<file path="config.mk">
export PLATFORM = sky130hd
export DESIGN_NAME = ubm_break_top
export DESIGN_NICKNAME = d
export VERILOG_FILES = /design/src/ubm_pkg.sv /design/src/ubm_break_top.sv /design/src/ubm_addr_compare.sv /design/src/ubm_cycle_qualify.sv
export SDC_FILE = /design/constraint.sdc
export NUM_CORES = 1
export LEC_CHECK = 0
export BUFFER_PORTS_ARGS = -buffer_cell sky130_fd_sc_hd__buf_2
export CAP_MARGIN = 20
export CORE_MARGIN = 1
export CORE_UTILIZATION = 30
export DETAILED_ROUTE_END_ITERATION = 12
export SYNTH_ARGS = -nofsm -noshare
export SYNTH_HDL_FRONTEND = slang
export SYNTH_SLANG_ARGS = --single-unit
</file>
<file path="constraint.sdc">
create_clock -name mclk -period 2.05 [get_ports mclk]
set_input_delay 0.41 -clock mclk [delete_from_list [all_inputs] [get_ports mclk]]
set_output_delay 0.41 -clock mclk [all_outputs]
set_load 0.1 [all_outputs]
</file>
<file path="src/ubm_pkg.sv">
// Constants shared by the break-condition matching block.
// Assumes a 32-bit Avalon-MM register bus with byte addresses and 32-bit bus cycles being watched.
package ubm_pkg;

   ////////////////////////////////////////////////////////////////////////////
   // Widths
   localparam int REG_W = 16;
   localparam int COND_W = 8;
   localparam int BUS_ADDR_W = 32;
   localparam int AVS_ADDR_W = 8;
   localparam int AVS_DATA_W = 32;
   localparam int AVS_BE_W = 4;

   ////////////////////////////////////////////////////////////////////////////
   // Register byte offsets
   localparam logic [7:0] OFS_BREAK_ADDR_UPPER = 8'h00;
   localparam logic [7:0] OFS_BREAK_ADDR_LOWER = 8'h04;
   localparam logic [7:0] OFS_ADDR_MASK_UPPER = 8'h08;
   localparam logic [7:0] OFS_ADDR_MASK_LOWER = 8'h0c;
   localparam logic [7:0] OFS_CYCLE_CONDITION = 8'h10;
   localparam logic [7:0] OFS_BREAK_COUNT = 8'h14;

   ////////////////////////////////////////////////////////////////////////////
   // Reset values
   localparam logic [15:0] RST_BREAK_ADDR = 16'h0000;
   localparam logic [15:0] RST_ADDR_MASK = 16'h0000;
   localparam logic [7:0] RST_CYCLE_CONDITION = 8'h00;
   localparam logic [15:0] RST_BREAK_COUNT = 16'h0000;
   localparam logic [15:0] BREAK_COUNT_MAX = 16'hffff;

   ////////////////////////////////////////////////////////////////////////////
   // Cycle condition field positions (low bit of each two-bit field)
   localparam int FLD_MASTER_LO = 6;
   localparam int FLD_ACCESS_LO = 4;
   localparam int FLD_DIRECTION_LO = 2;
   localparam int FLD_SIZE_LO = 0;

   ////////////////////////////////////////////////////////////////////////////
   // Two-bit select encodings
   localparam logic [1:0] SEL_NONE = 2'h0;
   localparam logic [1:0] SEL_FIRST = 2'h1;
   localparam logic [1:0] SEL_SECOND = 2'h2;
   localparam logic [1:0] SEL_BOTH = 2'h3;

   // Operand sizes, shared by the watched bus and the size field
   localparam logic [1:0] SIZE_ANY = 2'h0;
   localparam logic [1:0] SIZE_BYTE = 2'h1;
   localparam logic [1:0] SIZE_WORD = 2'h2;
   localparam logic [1:0] SIZE_LONG = 2'h3;

endpackage : ubm_pkg

</file>
<file path="src/ubm_break_top.sv">
// Break-condition matching unit: register file on Avalon-MM and the break request generator.
// Assumes the watched bus attributes and Avalon signals are synchronous to mclk.
module ubm_break_top
(
   // Clock and reset
   input wire logic mclk,
   input wire logic rst_b,
   // Avalon-MM register slave
   input wire logic [7:0] avs_address,
   input wire logic avs_read,
   input wire logic avs_write,
   input wire logic [31:0] avs_writedata,
   input wire logic [3:0] avs_byteenable,
   output logic [31:0] avs_readdata,
   output logic avs_waitrequest,
   // Observed bus cycle
   input wire logic busCycleValid,
   input wire logic [31:0] busCycleAddr,
   input wire logic busCycleDma,
   input wire logic busCycleFetch,
   input wire logic busCycleWrite,
   input wire logic [1:0] busCycleSize,
   // Break request to the interrupt controller
   output logic userBreakReq
);

   ////////////////////////////////////////////////////////////////////////////
   // Declarations

   // Break condition registers and their next values
   logic [15:0] breakAddrUpper_ff;
   logic [15:0] breakAddrLower_ff;
   logic [15:0] addrMaskUpper_ff;
   logic [15:0] addrMaskLower_ff;
   logic [7:0] cycleCond_ff;
   logic [15:0] nxt_breakAddrUpper;
   logic [15:0] nxt_breakAddrLower;
   logic [15:0] nxt_addrMaskUpper;
   logic [15:0] nxt_addrMaskLower;
   logic [7:0] nxt_cycleCond;

   // Register bus answer
   logic waitReq_ff;
   logic nxt_waitReq;
   logic [31:0] readData_ff;
   logic [31:0] nxt_readData;

   // Break request and hit counter
   logic breakReq_ff;
   logic nxt_breakReq;
   logic [15:0] breakCount_ff;
   logic [15:0] nxt_breakCount;

   // Decode and match helpers
   logic busReq;
   logic commitWrite;
   logic [15:0] wrData16;
   logic [15:0] wrMask16;
   logic [31:0] fullBreakAddr;
   logic [31:0] fullAddrMask;
   logic addrMatch;
   logic cycleMatch;

   ////////////////////////////////////////////////////////////////////////////
   // Bus handshake
   // One wait state on every access: the request is seen with waitrequest high,
   // read data are captured, and the next edge completes it. Writes land only
   // at the completing edge so a held request is never written twice.

   assign busReq = avs_read | avs_write;
   assign commitWrite = avs_write & ~waitReq_ff;

   always_comb
   begin
      nxt_waitReq = ~(busReq & waitReq_ff);
   end

   always_ff @(posedge mclk)
   begin
      if (!rst_b)
      begin
         waitReq_ff <= 1'b1;
      end
      else
      begin
         waitReq_ff <= nxt_waitReq;
      end
   end

   assign avs_waitrequest = waitReq_ff;

   ////////////////////////////////////////////////////////////////////////////
   // Byte lane merge for the 16-bit registers; lanes 2 and 3 hit nothing

   assign wrMask16 = {{8{avs_byteenable[1]}}, {8{avs_byteenable[0]}}};
   assign wrData16 = avs_writedata[15:0];

   ////////////////////////////////////////////////////////////////////////////
   // Break condition registers
   // No standby input reaches these flops: only rst_b clears them.

   always_comb
   begin
      nxt_breakAddrUpper = breakAddrUpper_ff;
      nxt_breakAddrLower = breakAddrLower_ff;
      nxt_addrMaskUpper = addrMaskUpper_ff;
      nxt_addrMaskLower = addrMaskLower_ff;
      nxt_cycleCond = cycleCond_ff;
      if (commitWrite)
      begin
         unique case (avs_address)
            ubm_pkg::OFS_BREAK_ADDR_UPPER:
            begin
               nxt_breakAddrUpper = (breakAddrUpper_ff & ~wrMask16) | (wrData16 & wrMask16);
            end
            ubm_pkg::OFS_BREAK_ADDR_LOWER:
            begin
               nxt_breakAddrLower = (breakAddrLower_ff & ~wrMask16) | (wrData16 & wrMask16);
            end
            ubm_pkg::OFS_ADDR_MASK_UPPER:
            begin
               nxt_addrMaskUpper = (addrMaskUpper_ff & ~wrMask16) | (wrData16 & wrMask16);
            end
            ubm_pkg::OFS_ADDR_MASK_LOWER:
            begin
               nxt_addrMaskLower = (addrMaskLower_ff & ~wrMask16) | (wrData16 & wrMask16);
            end
            ubm_pkg::OFS_CYCLE_CONDITION:
            begin
               // Reserved upper byte is not stored at all
               if (avs_byteenable[0])
               begin
                  nxt_cycleCond = avs_writedata[7:0];
               end
            end
            ubm_pkg::OFS_BREAK_COUNT:
            begin
               // Read-only hit counter: software cannot preset it
            end
            default:
            begin
               // Unmapped offset: write is dropped
               nxt_cycleCond = cycleCond_ff;
            end
         endcase
      end
   end

   always_ff @(posedge mclk)
   begin
      if (!rst_b)
      begin
         breakAddrUpper_ff <= ubm_pkg::RST_BREAK_ADDR;
         breakAddrLower_ff <= ubm_pkg::RST_BREAK_ADDR;
         addrMaskUpper_ff <= ubm_pkg::RST_ADDR_MASK;
         addrMaskLower_ff <= ubm_pkg::RST_ADDR_MASK;
         cycleCond_ff <= ubm_pkg::RST_CYCLE_CONDITION;
      end
      else
      begin
         // Held across standby; nothing but reset clears them
         breakAddrUpper_ff <= nxt_breakAddrUpper;
         breakAddrLower_ff <= nxt_breakAddrLower;
         addrMaskUpper_ff <= nxt_addrMaskUpper;
         addrMaskLower_ff <= nxt_addrMaskLower;
         cycleCond_ff <= nxt_cycleCond;
      end
   end

   ////////////////////////////////////////////////////////////////////////////
   // Read data, captured at the edge that first sees the request

   always_comb
   begin
      nxt_readData = readData_ff;
      if (avs_read & waitReq_ff)
      begin
         unique case (avs_address)
            ubm_pkg::OFS_BREAK_ADDR_UPPER:
            begin
               nxt_readData = {16'h0000, breakAddrUpper_ff};
            end
            ubm_pkg::OFS_BREAK_ADDR_LOWER:
            begin
               nxt_readData = {16'h0000, breakAddrLower_ff};
            end
            ubm_pkg::OFS_ADDR_MASK_UPPER:
            begin
               nxt_readData = {16'h0000, addrMaskUpper_ff};
            end
            ubm_pkg::OFS_ADDR_MASK_LOWER:
            begin
               nxt_readData = {16'h0000, addrMaskLower_ff};
            end
            ubm_pkg::OFS_CYCLE_CONDITION:
            begin
               nxt_readData = {24'h000000, cycleCond_ff};
            end
            ubm_pkg::OFS_BREAK_COUNT:
            begin
               nxt_readData = {16'h0000, breakCount_ff};
            end
            default:
            begin
               nxt_readData = 32'h00000000;
            end
         endcase
      end
   end

   always_ff @(posedge mclk)
   begin
      if (!rst_b)
      begin
         readData_ff <= 32'h00000000;
      end
      else
      begin
         readData_ff <= nxt_readData;
      end
   end

   assign avs_readdata = readData_ff;

   ////////////////////////////////////////////////////////////////////////////
   // Matching
   // Conditions are taken as they stand in the cycle the bus cycle is seen, so
   // a rewrite lands on the next observed cycle, not the one in flight.
   // Fetch breaks with the size field at byte or longword never fire, since every
   // fetch compares as a word; keeping the low size bit clear is up to software.

   assign fullBreakAddr = {breakAddrUpper_ff, breakAddrLower_ff};
   assign fullAddrMask = {addrMaskUpper_ff, addrMaskLower_ff};

   ubm_addr_compare u_addr_compare
   (
      .breakAddr(fullBreakAddr),
      .addrMask(fullAddrMask),
      .cycleAddr(busCycleAddr),
      .addrMatch(addrMatch)
   );

   ubm_cycle_qualify u_cycle_qualify
   (
      .cond(cycleCond_ff),
      .cycleDma(busCycleDma),
      .cycleFetch(busCycleFetch),
      .cycleWrite(busCycleWrite),
      .cycleSize(busCycleSize),
      .cycleMatch(cycleMatch)
   );

   ////////////////////////////////////////////////////////////////////////////
   // Break request and break counter
   // The request is a one-cycle pulse per matching cycle; holding it pending is
   // the interrupt controller's job. The counter saturates rather than wrap so
   // a debugger never mistakes many hits for none.

   always_comb
   begin
      nxt_breakReq = busCycleValid & addrMatch & cycleMatch;
      nxt_breakCount = breakCount_ff;
      if (breakReq_ff && (breakCount_ff != ubm_pkg::BREAK_COUNT_MAX))
      begin
         nxt_breakCount = breakCount_ff + 16'h0001;
      end
   end

   always_ff @(posedge mclk)
   begin
      if (!rst_b)
      begin
         breakReq_ff <= 1'b0;
         breakCount_ff <= ubm_pkg::RST_BREAK_COUNT;
      end
      else
      begin
         breakReq_ff <= nxt_breakReq;
         breakCount_ff <= nxt_breakCount;
      end
   end

   assign userBreakReq = breakReq_ff;

endmodule : ubm_break_top

</file>
<file path="src/ubm_addr_compare.sv">
// Masked comparison of a bus address against the stored break address.
// Assumes all inputs come from flops or ports on the same clock; output is combinational.
module ubm_addr_compare
(
   // Stored break condition
   input wire logic [31:0] breakAddr,
   input wire logic [31:0] addrMask,
   // Observed cycle
   input wire logic [31:0] cycleAddr,
   // Result
   output logic addrMatch
);

   logic [31:0] bitOk;

   ////////////////////////////////////////////////////////////////////////////
   // A set mask bit turns its address bit into a don't care
   for (genvar i = 0; i < 32; i++)
   begin : g_bit
      assign bitOk[i] = addrMask[i] | (cycleAddr[i] == breakAddr[i]);
   end

   assign addrMatch = &bitOk;

endmodule : ubm_addr_compare

</file>
<file path="src/ubm_cycle_qualify.sv">
// Decode of the bus cycle condition fields against one observed bus cycle.
// Assumes the cycle attributes are stable for the cycle they describe; output is combinational.
module ubm_cycle_qualify
(
   // Programmed condition
   input wire logic [7:0] cond,
   // Observed cycle attributes
   input wire logic cycleDma,
   input wire logic cycleFetch,
   input wire logic cycleWrite,
   input wire logic [1:0] cycleSize,
   // Result
   output logic cycleMatch
);

   logic [1:0] masterSel;
   logic [1:0] accessSel;
   logic [1:0] dirSel;
   logic [1:0] sizeSel;
   logic [1:0] effSize;
   logic masterOk;
   logic accessOk;
   logic dirOk;
   logic sizeOk;

   assign masterSel = cond[ubm_pkg::FLD_MASTER_LO +: 2];
   assign accessSel = cond[ubm_pkg::FLD_ACCESS_LO +: 2];
   assign dirSel = cond[ubm_pkg::FLD_DIRECTION_LO +: 2];
   assign sizeSel = cond[ubm_pkg::FLD_SIZE_LO +: 2];

   // Fetches count as words whatever the path width; data uses its own operand size
   assign effSize = cycleFetch ? ubm_pkg::SIZE_WORD : cycleSize;

   // Bit 0 of the master, access and direction selects enables the first kind, bit 1 the second; 00 there never matches
   assign masterOk = cycleDma ? masterSel[1] : masterSel[0];
   assign accessOk = cycleFetch ? accessSel[0] : accessSel[1];
   assign dirOk = cycleWrite ? dirSel[1] : dirSel[0];
   assign sizeOk = (sizeSel == ubm_pkg::SIZE_ANY) || (sizeSel == effSize);

   assign cycleMatch = masterOk & accessOk & dirOk & sizeOk;

endmodule : ubm_cycle_qualify

</file>
==> impl_metrics.xml, run 1 <==
<?xml version="1.0" encoding="UTF-8"?>
<metrics>
  <group name="sta">
    <metric name="final.period_utilization" unit="%">87.85</metric>
    <metric name="setup_slack" unit="ps">249.0</metric>
    <metric name="fin_worst_skew" unit="ps">6.880</metric>
    <metric name="hold_viol_final" unit="">0</metric>
    <metric name="setup_tns" unit="ps">0</metric>
    <metric name="drv_slew" unit="">0</metric>
    <metric name="rsz0062_at_grt" unit="">no</metric>
    <metric name="finalWorstPathRequiredPeriod" unit="ps">1801</metric>
    <metric name="report.final.setup_viol" unit="">0</metric>
    <metric name="max_freq" unit="MHz">555.3</metric>
    <metric name="worst_hold_slack" unit="ps">257.5</metric>
  </group>
  <group name="cts">
    <metric name="cts_resized" unit="">0</metric>
    <metric name="clock_latency" unit="ps">350</metric>
    <metric name="clk_path_buf_depth" unit="">2</metric>
    <metric name="clk_pin_slew" unit="ps">70</metric>
    <metric name="postCtsHoldBufs" unit="">0</metric>
    <metric name="cts_made_buffers" unit="">9</metric>
    <metric name="cts_htree_levels" unit="">3</metric>
    <metric name="setup_bufs_post_cts" unit="">0</metric>
    <metric name="clock_tree_from_tritoncts" unit="">built</metric>
    <metric name="clock-sinks" unit="">106</metric>
    <metric name="cts.root.buffer_cell" unit="">sky130_fd_sc_hd__clkbuf_16</metric>
  </group>
  <group name="worst_setup_path">
    <metric name="rr_startpoint" unit="">breakCount_ff[0]$_SDFFE_PN0P_</metric>
    <metric name="path_cells" unit="">ha_1, inv_1, or3_1, a211oi_1, xnor2_1, nor2_1</metric>
    <metric name="path_max_fanout" unit="">7</metric>
    <metric name="cpMaxStageDelayCell" unit="">sky130_fd_sc_hd__or3_1</metric>
    <metric name="critPathRequiredTime" unit="ps">2290</metric>
    <metric name="setup.worst_path.end_class" unit="">flip-flop</metric>
    <metric name="kind_of_critical_path" unit="">reg -&gt; reg</metric>
    <metric name="worst_setup_path_start_kind" unit="">flip-flop</metric>
    <metric name="max_stage_delay" unit="ps">480</metric>
    <metric name="critPathArrivalTime" unit="ps">2040</metric>
    <metric name="worst_setup_path_startpoint" unit="">breakCount_ff[0]$_SDFFE_PN0P_</metric>
  </group>
  <group name="logic_synthesis">
    <metric name="post_synth_main_area_contributors" unit="">sky130_fd_sc_hd__dfxtp_1 (40%), sky130_fd_sc_hd__mux2i_1 (13%), sky130_fd_sc_hd__xnor2_1 (5.7%)</metric>
    <metric name="synth.ff_latch_count" unit="">106</metric>
    <metric name="synth_largest_type_area_fraction" unit="%">39.68</metric>
    <metric name="synthCells" unit="">612</metric>
    <metric name="synth.lib_cells_used.distinct" unit="">50</metric>
    <metric name="async_flop_share" unit="%">0</metric>
    <metric name="synth_flop_cell" unit="">sky130_fd_sc_hd__dfxtp_1</metric>
    <metric name="synth_edf_count" unit="">0</metric>
    <metric name="yosys.area.top_type" unit="">sky130_fd_sc_hd__dfxtp_1</metric>
    <metric name="syn_area" unit="um^2">5348</metric>
    <metric name="synth.avg_cell_area" unit="um^2">8.738</metric>
    <metric name="seq_area_frac_synth" unit="%">39.68</metric>
    <metric name="synth.yosys.warnings" unit="">0</metric>
  </group>
  <group name="die">
    <metric name="row_count" unit="">48</metric>
    <metric name="starting_density" unit="%">30.81</metric>
    <metric name="fp.dieW" unit="um">135.5</metric>
    <metric name="die_y" unit="um">135.5</metric>
    <metric name="fp.dieArea" unit="um^2">18360</metric>
    <metric name="floorplan.io_pins" unit="">120</metric>
    <metric name="core_region_area" unit="um^2">17360</metric>
  </group>
  <group name="run_status">
    <metric name="outcome" unit="">complete, no violations</metric>
  </group>
  <group name="finish">
    <metric name="final_core_utilization" unit="%">37.28</metric>
    <metric name="antenna_cells" unit="">0</metric>
    <metric name="postLayoutCellArea" unit="um^2">6470</metric>
    <metric name="fin_nets" unit="">800</metric>
    <metric name="area_growth_syn_to_layout" unit="%">20.99</metric>
    <metric name="final_layout_size_suffix_gt1_share" unit="%">22.28</metric>
  </group>
  <group name="drt">
    <metric name="ant_nets" unit="">0</metric>
    <metric name="avgViaCountPerCell" unit="">4.938</metric>
    <metric name="routed-via-count" unit="">4657</metric>
    <metric name="dr.pass1.iters" unit="">5</metric>
    <metric name="post_drt_wl_per_cell" unit="um">17.21</metric>
    <metric name="wirelength" unit="mm">16.23</metric>
    <metric name="drt_iter0_markers" unit="">436</metric>
    <metric name="drt_drc_violations_left" unit="">0</metric>
  </group>
  <group name="placed_design">
    <metric name="gpl.final_weighted_congestion" unit="">0.8458</metric>
    <metric name="hpwlAfterDp" unit="mm">12.22</metric>
    <metric name="place.port_buffers" unit="">85</metric>
    <metric name="place_ws" unit="ps">-17.06</metric>
    <metric name="post_dp_cell_area" unit="um^2">6165</metric>
  </group>
  <group name="global_routing">
    <metric name="total_routing_usage_gr" unit="%">18.28</metric>
    <metric name="grt_pass1_wl" unit="mm">24.94</metric>
    <metric name="grt_start_max_net_pins" unit="">32</metric>
    <metric name="number_of_antenna_violations_at_the_first_check_in_global_routing" unit="">1</metric>
    <metric name="grt-ovfl-total" unit="">0</metric>
    <metric name="first_global_vias" unit="">4446</metric>
  </group>
  <group name="power">
    <metric name="total_leakage_power" unit="nW">2.575</metric>
    <metric name="power.ir.vdd_worst" unit="mV">0.3282</metric>
    <metric name="power_density" unit="nW/um^2">681.9</metric>
  </group>
  <group name="job">
    <metric name="timing.max_cap.violations" unit="">0</metric>
  </group>
  <group name="worst_hold_path">
    <metric name="worst_hold_path_type" unit="">in -&gt; reg</metric>
    <metric name="timing.hold.worst.start" unit="">avs_write</metric>
  </group>
</metrics>
per-layer routing:
metal  share of wire (%)  GRT usage (%)  up-vias  wire, um
li1                    -              -     2311         -
met1                  46          24.28     2177      7539
met2                  46          28.63      144      7385
met3                 5.3          3.928       23       866
met4                 2.6          7.428        2       424
met5               0.062              0        -        10
worst paths after layout:
path / to / slack [ps] / cells after the start
max reg2reg: breakCount_ff[10]$_SDFFE_PN0P_ / 250 / 6
min reg2reg: avs_waitrequest$_SDFF_PN1_ / 440 / 1
max: breakCount_ff[10]$_SDFFE_PN0P_ / 250 / 6
min: avs_waitrequest$_SDFF_PN1_ / 260 / 2
worst max-delay path: cells and delay by family, from the launching register on:
family / cells / cell delay, ps
flops: 1 / 340
simple gates: 2 / 530
xor+xnor: 1 / 150
buf+inv: 1 / 60
compound gates: 1 / 300
fa+ha+maj: 1 / 310
stage by stage:
step,cells,power (mW)
2_1_floorplan,627,2.501
3_3_place_gp,927,2.666
3_5_place_dp,927,2.665
4_1_cts,943,4.451
5_1_grt,943,4.565
6_report,943,4.412
kinds of logic (layout without fill, tap and decap cells):
logic type | Yosys count | after routing | share of synthesized area (%)
other | 1 | 16 | 0.07012
flip-flops | 106 | 106 | 39.68
XOR/XNOR | 44 | 44 | 7.206
AO/OA/AOI/OAI | 101 | 101 | 11.28
multiplexers | 81 | 81 | 16.26
adder cells (fa/ha/maj) | 1 | 1 | 0.2339
AND/OR/NAND/NOR | 224 | 224 | 19.70
buffers and inverters | 54 | 145 | 5.568
report_power, final:
group | switching, mW | leakage (nW) | total (mW) | internal (mW)
sequential | 0.00616 | 0.855 | 2.08 | 2.07
clock | 0.779 | 0.153 | 1.79 | 1.02
combinational | 0.402 | 1.57 | 0.542 | 0.140
total | 1.19 | 2.57 | 4.41 | 3.22
Yosys cell counts (all sizes together) (3+ instances only):
cell    count
nand2      80
mux2i      70
a32oi       4
mux2        7
nor3        5
mux4        4
inv         5
nor4        5
a21oi      36
dfxtp     106
and3        4
buf        29
xnor2      35
xor2        9
o21ai      23
and4        6
nand3      19
a211oi      5
nor2       78
o22ai      14
nor2b       3
nand4      10
o211ai      9
and2        6
clkbuf     20
cell usage in the layout (no fill, tap or decap), types with 3 or more instances in the layout:
cell type                   instances
sky130_fd_sc_hd__o21ai_0           23
sky130_fd_sc_hd__o211ai_1           9
sky130_fd_sc_hd__dfxtp_1          104
sky130_fd_sc_hd__nor2_1            78
sky130_fd_sc_hd__clkbuf_16          9
sky130_fd_sc_hd__conb_1            16
sky130_fd_sc_hd__mux4_2             4
sky130_fd_sc_hd__nand4_1            9
sky130_fd_sc_hd__and2_1             6
sky130_fd_sc_hd__xor2_1             9
sky130_fd_sc_hd__nor4_1             4
sky130_fd_sc_hd__nor2b_1            3
sky130_fd_sc_hd__nor3_1             4
sky130_fd_sc_hd__and4_1             6
sky130_fd_sc_hd__xnor2_1           35
sky130_fd_sc_hd__o22ai_1           14
sky130_fd_sc_hd__nand2_1           79
sky130_fd_sc_hd__mux2_2             7
sky130_fd_sc_hd__and3_1             4
sky130_fd_sc_hd__nand3_1           18
sky130_fd_sc_hd__buf_12             3
sky130_fd_sc_hd__a32oi_1            4
sky130_fd_sc_hd__buf_2             85
sky130_fd_sc_hd__a211oi_1           5
sky130_fd_sc_hd__a21oi_1           36
sky130_fd_sc_hd__mux2i_1           70
sky130_fd_sc_hd__buf_4             36
sky130_fd_sc_hd__inv_1              4
layout make-up:
type                    count  area (um^2)
flip-flops and latches    106         2125
clock inverters             4        48.80
inverters                   5        18.77
repair buffers            124        755.7
multi-input cells         467         2984
clock buffers              12        256.5
well taps                 225        281.5
fillers                  1770        10890
No activity file was read; power rests on OpenSTA's default activity.
==> run 2, diff against run 1 <==
--- a/config.mk
+++ b/config.mk
@@ -5,11 +5,14 @@
 export SDC_FILE = /design/constraint.sdc
 export NUM_CORES = 1
 export LEC_CHECK = 0
+export ABC_AREA = 1
 export BUFFER_PORTS_ARGS = -buffer_cell sky130_fd_sc_hd__buf_2
 export CAP_MARGIN = 20
 export CORE_MARGIN = 1
 export CORE_UTILIZATION = 30
 export DETAILED_ROUTE_END_ITERATION = 12
+export GPL_ROUTABILITY_DRIVEN = 0
 export SYNTH_ARGS = -nofsm -noshare
 export SYNTH_HDL_FRONTEND = slang
 export SYNTH_SLANG_ARGS = --single-unit
+export TNS_END_PERCENT = 50
==> run 2 against run 1 <==
Against the previous run:
- wire length up 0.64%
- critical endpoint is now breakCount_ff[15]$_SDFFE_PN0P_
- power fell by 3.8%
- combinational power hardly changed
- sequential power is essentially flat
- synthesized area is 2.8% higher
- die area grew 2.8%
==> impl_metrics.xml, run 2 <==
<?xml version="1.0" encoding="UTF-8"?>
<metrics>
  <group name="worst_setup_path">
    <metric name="critPathRequiredTime" unit="ps">2350</metric>
    <metric name="kind_of_critical_path" unit="">reg -&gt; reg</metric>
    <metric name="worst_setup_path_start_kind" unit="">flip-flop</metric>
    <metric name="path_max_fanout" unit="">13</metric>
    <metric name="setup.worst_path.end_class" unit="">flip-flop</metric>
    <metric name="critPathArrivalTime" unit="ps">2050</metric>
  </group>
  <group name="finish">
    <metric name="fin_nets" unit="">982</metric>
    <metric name="antenna_cells" unit="">0</metric>
    <metric name="layout.filler_cells" unit="">1946</metric>
    <metric name="layout.cells.most_common" unit="">sky130_fd_sc_hd__nand2_1</metric>
    <metric name="final_layout_size_suffix_gt1_share" unit="%">15.24</metric>
    <metric name="layout.cells.most_common_list" unit="">sky130_fd_sc_hd__nand2_1 (139), sky130_fd_sc_hd__nor2_1 (116), sky130_fd_sc_hd__dfxtp_1 (106)</metric>
    <metric name="area_growth_syn_to_layout" unit="%">16.57</metric>
  </group>
  <group name="cts">
    <metric name="cts_made_buffers" unit="">9</metric>
    <metric name="clock_latency" unit="ps">360</metric>
    <metric name="clk_path_buf_depth" unit="">2</metric>
    <metric name="cts_htree_levels" unit="">3</metric>
    <metric name="clock_tree_from_tritoncts" unit="">built</metric>
    <metric name="postCtsHoldBufs" unit="">0</metric>
    <metric name="clock-sinks" unit="">106</metric>
    <metric name="clk_pin_slew" unit="ps">70</metric>
    <metric name="setup_bufs_post_cts" unit="">0</metric>
    <metric name="cts.root.buffer_cell" unit="">sky130_fd_sc_hd__clkbuf_16</metric>
    <metric name="cts_resized" unit="">0</metric>
  </group>
  <group name="sta">
    <metric name="setup_tns" unit="ps">0</metric>
    <metric name="final.period_utilization" unit="%">85.77</metric>
    <metric name="rsz0062_at_grt" unit="">no</metric>
    <metric name="setup_slack" unit="ps">291.8</metric>
    <metric name="hold_viol_final" unit="">0</metric>
    <metric name="fin_worst_skew" unit="ps">11.47</metric>
    <metric name="finalWorstPathRequiredPeriod" unit="ps">1758</metric>
    <metric name="drv_slew" unit="">0</metric>
    <metric name="max_freq" unit="MHz">568.7</metric>
    <metric name="report.final.setup_viol" unit="">0</metric>
  </group>
  <group name="power">
    <metric name="portion_of_total_power_attributed_to_the_clock_network" unit="%">38.3</metric>
    <metric name="share_comb_of_total_power" unit="%">12.8</metric>
    <metric name="netSwitchingPower" unit="mW">1.230</metric>
    <metric name="total_leakage_power" unit="nW">2.773</metric>
    <metric name="power.ir.vdd_worst" unit="mV">0.4022</metric>
    <metric name="power_density" unit="nW/um^2">662.1</metric>
    <metric name="proportion_of_power_drawn_by_flip_flops_and_latches" unit="%">49.0</metric>
    <metric name="switching_share" unit="%">29.00</metric>
    <metric name="internal_power" unit="mW">3.013</metric>
  </group>
  <group name="die">
    <metric name="row_count" unit="">49</metric>
    <metric name="fp.dieW" unit="um">137.4</metric>
    <metric name="starting_density" unit="%">30.61</metric>
    <metric name="die_y" unit="um">137.4</metric>
    <metric name="core_region_area" unit="um^2">17960</metric>
    <metric name="floorplan.io_pins" unit="">120</metric>
    <metric name="fp.dieArea" unit="um^2">18870</metric>
  </group>
  <group name="global_routing">
    <metric name="grt_start_max_net_pins" unit="">52</metric>
    <metric name="grt-ovfl-total" unit="">0</metric>
    <metric name="first_global_vias" unit="">4621</metric>
    <metric name="total_routing_usage_gr" unit="%">18.05</metric>
    <metric name="grt_pass1_wl" unit="mm">25.31</metric>
    <metric name="number_of_antenna_violations_at_the_first_check_in_global_routing" unit="">0</metric>
  </group>
  <group name="job">
    <metric name="timing.max_cap.violations" unit="">0</metric>
  </group>
  <group name="logic_synthesis">
    <metric name="synth_edf_count" unit="">0</metric>
    <metric name="synth.ff_latch_count" unit="">106</metric>
    <metric name="syn_area" unit="um^2">5498</metric>
    <metric name="synth.avg_cell_area" unit="um^2">6.779</metric>
    <metric name="post_synth_main_area_contributors" unit="">sky130_fd_sc_hd__dfxtp_1 (39%), sky130_fd_sc_hd__nand2_1 (9.5%), sky130_fd_sc_hd__o21ai_0 (9.0%)</metric>
    <metric name="async_flop_share" unit="%">0</metric>
    <metric name="yosys.area.top_type" unit="">sky130_fd_sc_hd__dfxtp_1</metric>
    <metric name="synth_flop_cell" unit="">sky130_fd_sc_hd__dfxtp_1</metric>
    <metric name="seq_area_frac_synth" unit="%">38.60</metric>
    <metric name="synth.yosys.warnings" unit="">0</metric>
    <metric name="synth_largest_type_area_fraction" unit="%">38.60</metric>
    <metric name="synthCells" unit="">811</metric>
    <metric name="synth.lib_cells_used.distinct" unit="">31</metric>
    <metric name="post_synth_most_frequent_cells" unit="">sky130_fd_sc_hd__nand2_1 (139), sky130_fd_sc_hd__nor2_1 (116), sky130_fd_sc_hd__dfxtp_1 (106)</metric>
    <metric name="synthMostInstantiatedCell" unit="">sky130_fd_sc_hd__nand2_1</metric>
  </group>
  <group name="drt">
    <metric name="avgViaCountPerCell" unit="">4.719</metric>
    <metric name="met2_length" unit="mm">7.458</metric>
    <metric name="post_drt_wl_per_cell" unit="um">14.48</metric>
    <metric name="met3_length" unit="um">758</metric>
    <metric name="ant_nets" unit="">0</metric>
    <metric name="drt-met1-wl" unit="mm">7.794</metric>
    <metric name="drt_iter0_markers" unit="">403</metric>
    <metric name="route.top_layer_used" unit="">met4</metric>
    <metric name="drt_drc_violations_left" unit="">0</metric>
    <metric name="routed-via-count" unit="">5323</metric>
    <metric name="wirelength" unit="mm">16.33</metric>
    <metric name="dr.pass1.iters" unit="">5</metric>
  </group>
  <group name="placed_design">
    <metric name="place_ws" unit="ps">218.6</metric>
    <metric name="place.port_buffers" unit="">85</metric>
    <metric name="hpwlAfterDp" unit="mm">12.26</metric>
  </group>
  <group name="run_status">
    <metric name="outcome" unit="">complete, no violations</metric>
  </group>
  <group name="worst_hold_path">
    <metric name="worst_hold_path_type" unit="">in -&gt; reg</metric>
  </group>
</metrics>
## run 2: cell count changes in the layout (fill, tap and decap cells not counted), moves of 7 or more
cell and delta:
sky130_fd_sc_hd__inv_1 +87, sky130_fd_sc_hd__o21ai_0 +76, sky130_fd_sc_hd__mux2i_1 -70, sky130_fd_sc_hd__nand2_1 +60, sky130_fd_sc_hd__a21oi_1 +40, sky130_fd_sc_hd__nand3_1 +38, sky130_fd_sc_hd__nor2_1 +38, sky130_fd_sc_hd__xnor2_1 -28
sky130_fd_sc_hd__buf_4 -19, sky130_fd_sc_hd__o21bai_1 +9, sky130_fd_sc_hd__a211oi_1 +7, sky130_fd_sc_hd__mux2_2 -7, sky130_fd_sc_hd__o211ai_1 -7
## run 2: power groups by stage
stage | combinational (mW) | sequential (mW) | clock (mW)
after detailed placement | 0.541 | 2.13 | 0
after CTS | 0.543 | 2.08 | 1.64
after floorplan | 0.310 | 2.21 | 0
final | 0.542 | 2.08 | 1.62
after global routing | 0.585 | 2.08 | 1.74
after global placement | 0.540 | 2.13 | 0
## run 2: path summary, 6_finish.rpt
kind	from	to	slack (ps)	cells past startpoint
setup / recovery	breakCount_ff[1]$_SDFFE_PN0P_	breakCount_ff[15]$_SDFFE_PN0P_	290	10
hold / removal	avs_read	avs_waitrequest$_SDFF_PN1_	290	2
setup reg to reg	breakCount_ff[1]$_SDFFE_PN0P_	breakCount_ff[15]$_SDFFE_PN0P_	290	10
hold reg to reg	avs_readdata[11]$_SDFFE_PN0P_	avs_readdata[11]$_SDFFE_PN0P_	460	2
## run 2: final cells by class
class	count	area [um^2]	area share [%]
Inverter	95	356.6	5.564
Clock inverter	4	30.03	0.4686
Sequential cell	106	2122	33.11
Timing Repair Buffer	103	573.1	8.942
Clock buffer	11	232.7	3.631
Multi-Input combinational cell	580	2808	43.81
Tap cell	229	286.5	4.471
## run 2: cells by family (layout without fill, tap and decap cells)
family / count (synthesis) / in the layout / share of synthesized area, %
other cells: 1 / 16 / 0.06821
flops: 106 / 106 / 38.60
xor+xnor: 14 / 14 / 2.230
buf+inv: 140 / 213 / 11.36
fa+ha+maj: 1 / 1 / 0.2275
compound gates: 214 / 214 / 21.35
simple gates: 335 / 335 / 26.17
## run 2: routing by layer
layer | vias up | track usage, %
met1 | 2397 | 24.98
met4 | 0 | 6.960
met3 | 17 | 2.391
met2 | 126 | 28.28
met5 | - | 0
li1 | 2783 | -
## run 2: critical path, stage by stage, from the launching register on
cell,delay (ps)
sky130_fd_sc_hd__dfxtp_1,390
sky130_fd_sc_hd__ha_1,190
sky130_fd_sc_hd__nand3_1,160
sky130_fd_sc_hd__nor2_2,240
sky130_fd_sc_hd__nand3_1,120
sky130_fd_sc_hd__nand2_2,130
sky130_fd_sc_hd__buf_4,210
sky130_fd_sc_hd__nor2_1,80
sky130_fd_sc_hd__nand2_1,50
sky130_fd_sc_hd__nand2_1,40
sky130_fd_sc_hd__nor2_1,80
## run 2: per-stage QoR
stage               hold WS (ps)  area, um^2  total power [mW]  std cells  utilization [%]
global route               306.9        6409             4.402       1128            35.68
detailed placement         454.8        6146             2.667       1113            34.21
floorplan                  438.1        5554             2.522        826                -
finish                     292.8        6409             4.243       1128            35.68
CTS                        275.5        6409             4.266       1128            35.68
global placement           435.8        6146             2.666       1113            34.21
==> run 3, diff against run 2 <==
--- a/config.mk
+++ b/config.mk
@@ -8,10 +8,14 @@
 export ABC_AREA = 1
 export BUFFER_PORTS_ARGS = -buffer_cell sky130_fd_sc_hd__buf_2
 export CAP_MARGIN = 20
+export CELL_PAD_IN_SITES_DETAIL_PLACEMENT = 1
+export CELL_PAD_IN_SITES_GLOBAL_PLACEMENT = 2
 export CORE_MARGIN = 1
-export CORE_UTILIZATION = 30
+export CORE_UTILIZATION = 29
 export DETAILED_ROUTE_END_ITERATION = 12
 export GPL_ROUTABILITY_DRIVEN = 0
+export HOLD_SLACK_MARGIN = 0.12
+export PLACE_DENSITY_LB_ADDON = 0.1
 export SYNTH_ARGS = -nofsm -noshare
 export SYNTH_HDL_FRONTEND = slang
 export SYNTH_SLANG_ARGS = --single-unit
==> run 3 against run 2 <==
Against the previous run:
- die area increased by 3.4%
- global-route usage increased by 3.1 points
- non-clock buffer count increased by 10
- wire length increased by 22%
- sequential power about the same
- final cell count increased by 0.98%
- combinational power about the same
- flip-flop and latch count unchanged
- first-iteration DRC count decreased by 43%
==> impl_metrics.xml, run 3 (synthesis gave the netlist of run 2 again) <==
<?xml version="1.0" encoding="UTF-8"?>
<metrics>
  <group name="run_status">
    <metric name="outcome" unit="">complete, no violations</metric>
  </group>
  <group name="power">
    <metric name="total_leakage_power" unit="nW">2.832</metric>
    <metric name="internal_power" unit="mW">3.063</metric>
    <metric name="switching_share" unit="%">30.00</metric>
    <metric name="proportion_of_power_drawn_by_flip_flops_and_latches" unit="%">47.5</metric>
    <metric name="portion_of_total_power_attributed_to_the_clock_network" unit="%">40.1</metric>
    <metric name="share_comb_of_total_power" unit="%">12.4</metric>
    <metric name="netSwitchingPower" unit="mW">1.313</metric>
    <metric name="power.ir.vdd_worst" unit="mV">0.3609</metric>
    <metric name="power_density" unit="nW/um^2">673.5</metric>
  </group>
  <group name="cts">
    <metric name="clock_tree_from_tritoncts" unit="">built</metric>
    <metric name="clock-sinks" unit="">106</metric>
    <metric name="clk_pin_slew" unit="ps">80</metric>
    <metric name="cts.root.buffer_cell" unit="">sky130_fd_sc_hd__clkbuf_16</metric>
    <metric name="clock_latency" unit="ps">360</metric>
    <metric name="clk_path_buf_depth" unit="">2</metric>
    <metric name="cts_htree_levels" unit="">3</metric>
    <metric name="cts_made_buffers" unit="">9</metric>
    <metric name="postCtsHoldBufs" unit="">0</metric>
    <metric name="setup_bufs_post_cts" unit="">0</metric>
    <metric name="cts_resized" unit="">0</metric>
  </group>
  <group name="die">
    <metric name="starting_density" unit="%">30.09</metric>
    <metric name="fp.dieW" unit="um">139.7</metric>
    <metric name="die_y" unit="um">139.7</metric>
    <metric name="row_count" unit="">49</metric>
    <metric name="floorplan.io_pins" unit="">120</metric>
    <metric name="core_region_area" unit="um^2">18270</metric>
    <metric name="fp.dieArea" unit="um^2">19510</metric>
  </group>
  <group name="finish">
    <metric name="layout.cells.most_common_list" unit="">sky130_fd_sc_hd__nand2_1 (139), sky130_fd_sc_hd__nor2_1 (116), sky130_fd_sc_hd__dfxtp_1 (106)</metric>
    <metric name="postLayoutCellArea" unit="um^2">6496</metric>
    <metric name="final_core_utilization" unit="%">35.56</metric>
    <metric name="fin_nets" unit="">992</metric>
    <metric name="layout.cells.most_common" unit="">sky130_fd_sc_hd__nand2_1</metric>
    <metric name="area_growth_syn_to_layout" unit="%">18.16</metric>
    <metric name="antenna_cells" unit="">0</metric>
    <metric name="final_layout_size_suffix_gt1_share" unit="%">16.48</metric>
  </group>
  <group name="worst_setup_path">
    <metric name="rr_startpoint" unit="">breakCount_ff[1]$_SDFFE_PN0P_</metric>
    <metric name="path_cells" unit="">ha_1, nand3_1, nor2_2, nand3_1, nand2_2, inv_2, nand2_1, nand2_1, nand2_1, nor2_1</metric>
    <metric name="timing.critical_path.mode_cell" unit="">sky130_fd_sc_hd__nand2_1</metric>
    <metric name="worst_setup_path_startpoint" unit="">breakCount_ff[1]$_SDFFE_PN0P_</metric>
    <metric name="worst_setup_path_start_kind" unit="">flip-flop</metric>
    <metric name="critPathArrivalTime" unit="ps">2000</metric>
    <metric name="cpMaxStageDelayCell" unit="">sky130_fd_sc_hd__dfxtp_1</metric>
    <metric name="critPathRequiredTime" unit="ps">2310</metric>
    <metric name="path_max_fanout" unit="">10</metric>
    <metric name="kind_of_critical_path" unit="">reg -&gt; reg</metric>
    <metric name="setup.worst_path.end_class" unit="">flip-flop</metric>
    <metric name="r2r_setup_slack" unit="ps">310</metric>
    <metric name="r2r_end" unit="">breakCount_ff[10]$_SDFFE_PN0P_</metric>
    <metric name="r2r_cells" unit="">10</metric>
    <metric name="max_stage_delay" unit="ps">380</metric>
  </group>
  <group name="sta">
    <metric name="hold_viol_final" unit="">0</metric>
    <metric name="setup_slack" unit="ps">308.6</metric>
    <metric name="report.final.setup_viol" unit="">0</metric>
    <metric name="max_freq" unit="MHz">574.3</metric>
    <metric name="drv_slew" unit="">0</metric>
    <metric name="final.period_utilization" unit="%">84.94</metric>
    <metric name="fin_worst_skew" unit="ps">8.879</metric>
    <metric name="slew_headroom" unit="%">66.26</metric>
    <metric name="worst_slew_pin_tran" unit="ps">505.6</metric>
    <metric name="worst_hold_slack" unit="ps">271.3</metric>
    <metric name="setup_tns" unit="ps">0</metric>
    <metric name="rsz0062_at_grt" unit="">no</metric>
    <metric name="finalWorstPathRequiredPeriod" unit="ps">1741</metric>
  </group>
  <group name="global_routing">
    <metric name="number_of_antenna_violations_at_the_first_check_in_global_routing" unit="">0</metric>
    <metric name="groute.layer.met1.usage" unit="%">28.79</metric>
    <metric name="grt-ovfl-total" unit="">0</metric>
    <metric name="grt_util_met2" unit="%">35.03</metric>
    <metric name="gr-max-usage-layer" unit="">met2</metric>
    <metric name="grt_use_met3" unit="%">3.544</metric>
    <metric name="grt_start_max_net_pins" unit="">51</metric>
    <metric name="first_global_vias" unit="">5623</metric>
    <metric name="grt_pass1_wl" unit="mm">31.15</metric>
    <metric name="total_routing_usage_gr" unit="%">21.10</metric>
  </group>
  <group name="placed_design">
    <metric name="place.port_buffers" unit="">85</metric>
    <metric name="place_ws" unit="ps">113.7</metric>
    <metric name="post_dp_cell_area" unit="um^2">6208</metric>
    <metric name="hpwlAfterDp" unit="mm">15.33</metric>
  </group>
  <group name="job">
    <metric name="timing.max_cap.violations" unit="">0</metric>
  </group>
  <group name="drt">
    <metric name="wirelength" unit="mm">19.95</metric>
    <metric name="drt_iter0_markers" unit="">230</metric>
    <metric name="routed-via-count" unit="">5483</metric>
    <metric name="post_drt_wl_per_cell" unit="um">17.52</metric>
    <metric name="drt_drc_violations_left" unit="">0</metric>
    <metric name="dr.pass1.iters" unit="">4</metric>
    <metric name="avgViaCountPerCell" unit="">4.814</metric>
    <metric name="ant_nets" unit="">0</metric>
  </group>
  <group name="worst_hold_path">
    <metric name="worst_hold_path_type" unit="">in -&gt; reg</metric>
    <metric name="timing.hold.worst.start" unit="">avs_write</metric>
    <metric name="holdPathEnd" unit="">avs_waitrequest$_SDFF_PN1_</metric>
    <metric name="worstHoldPathCells" unit="">2</metric>
  </group>
</metrics>
[run 3: cell types whose count changed in the layout (fill, tap and decap cells not counted), sizes merged]
cell	before	now
buf	103	113
clkbuf	11	10
inv	95	97
clkinvlp	1	2
clkinv	3	2
[run 3: critical path, delay by kind of cell (launching register included)]
kind / cells / cell delay, ps
and+or+nand+nor: 8 / 920
DFF: 1 / 380
buffers and inverters: 1 / 140
adders and majority gates: 1 / 180
[run 3: how the worst max path moves through the flow]
stage | end | slack, ps | depth (start not counted)
global route | breakCount_ff[10]$_SDFFE_PN0P_ | 160 | 10
finish | breakCount_ff[10]$_SDFFE_PN0P_ | 310 | 10
detailed placement | flip-flop | 110 | 9
global placement | flip-flop | 190 | 9
floorplan | flip-flop | 40 | 8
CTS | breakCount_ff[6]$_SDFFE_PN0P_ | 300 | 9
[run 3: per-layer routing]
metal  vias to the layer above  routed length (um)
met5                         -                   0
met4                         0                 133
met3                        10                 563
met2                        98                9292
met1                      2572                9962
li1                       2803                   -
[run 3: power by group through the flow]
stage | Combinational (mW) | Clock [mW] | Sequential (mW)
after floorplan | 0.310 | 0 | 2.21
after global placement | 0.540 | 0 | 2.13
after detailed placement | 0.548 | 0 | 2.13
after CTS | 0.549 | 1.82 | 2.08
after global routing | 0.583 | 1.88 | 2.08
final | 0.544 | 1.75 | 2.08
[run 3: per-stage QoR]
step / total power, mW / instances
after floorplan: 2.522 / 826
after detailed placement: 2.673 / 1123
final: 4.375 / 1139
after CTS: 4.443 / 1139
after global placement: 2.665 / 1123
after global routing: 4.538 / 1139
[run 3: layout make-up]
type                       instances  area, um^2
fill                            2378       11770
multi-input combinational        580        2808
sequential                       106        2122
timing repair buffer             113       635.6
inverter                          95       356.6
tap                              229       286.5
clock buffer                      10       239.0
clock inverter                     6       48.80
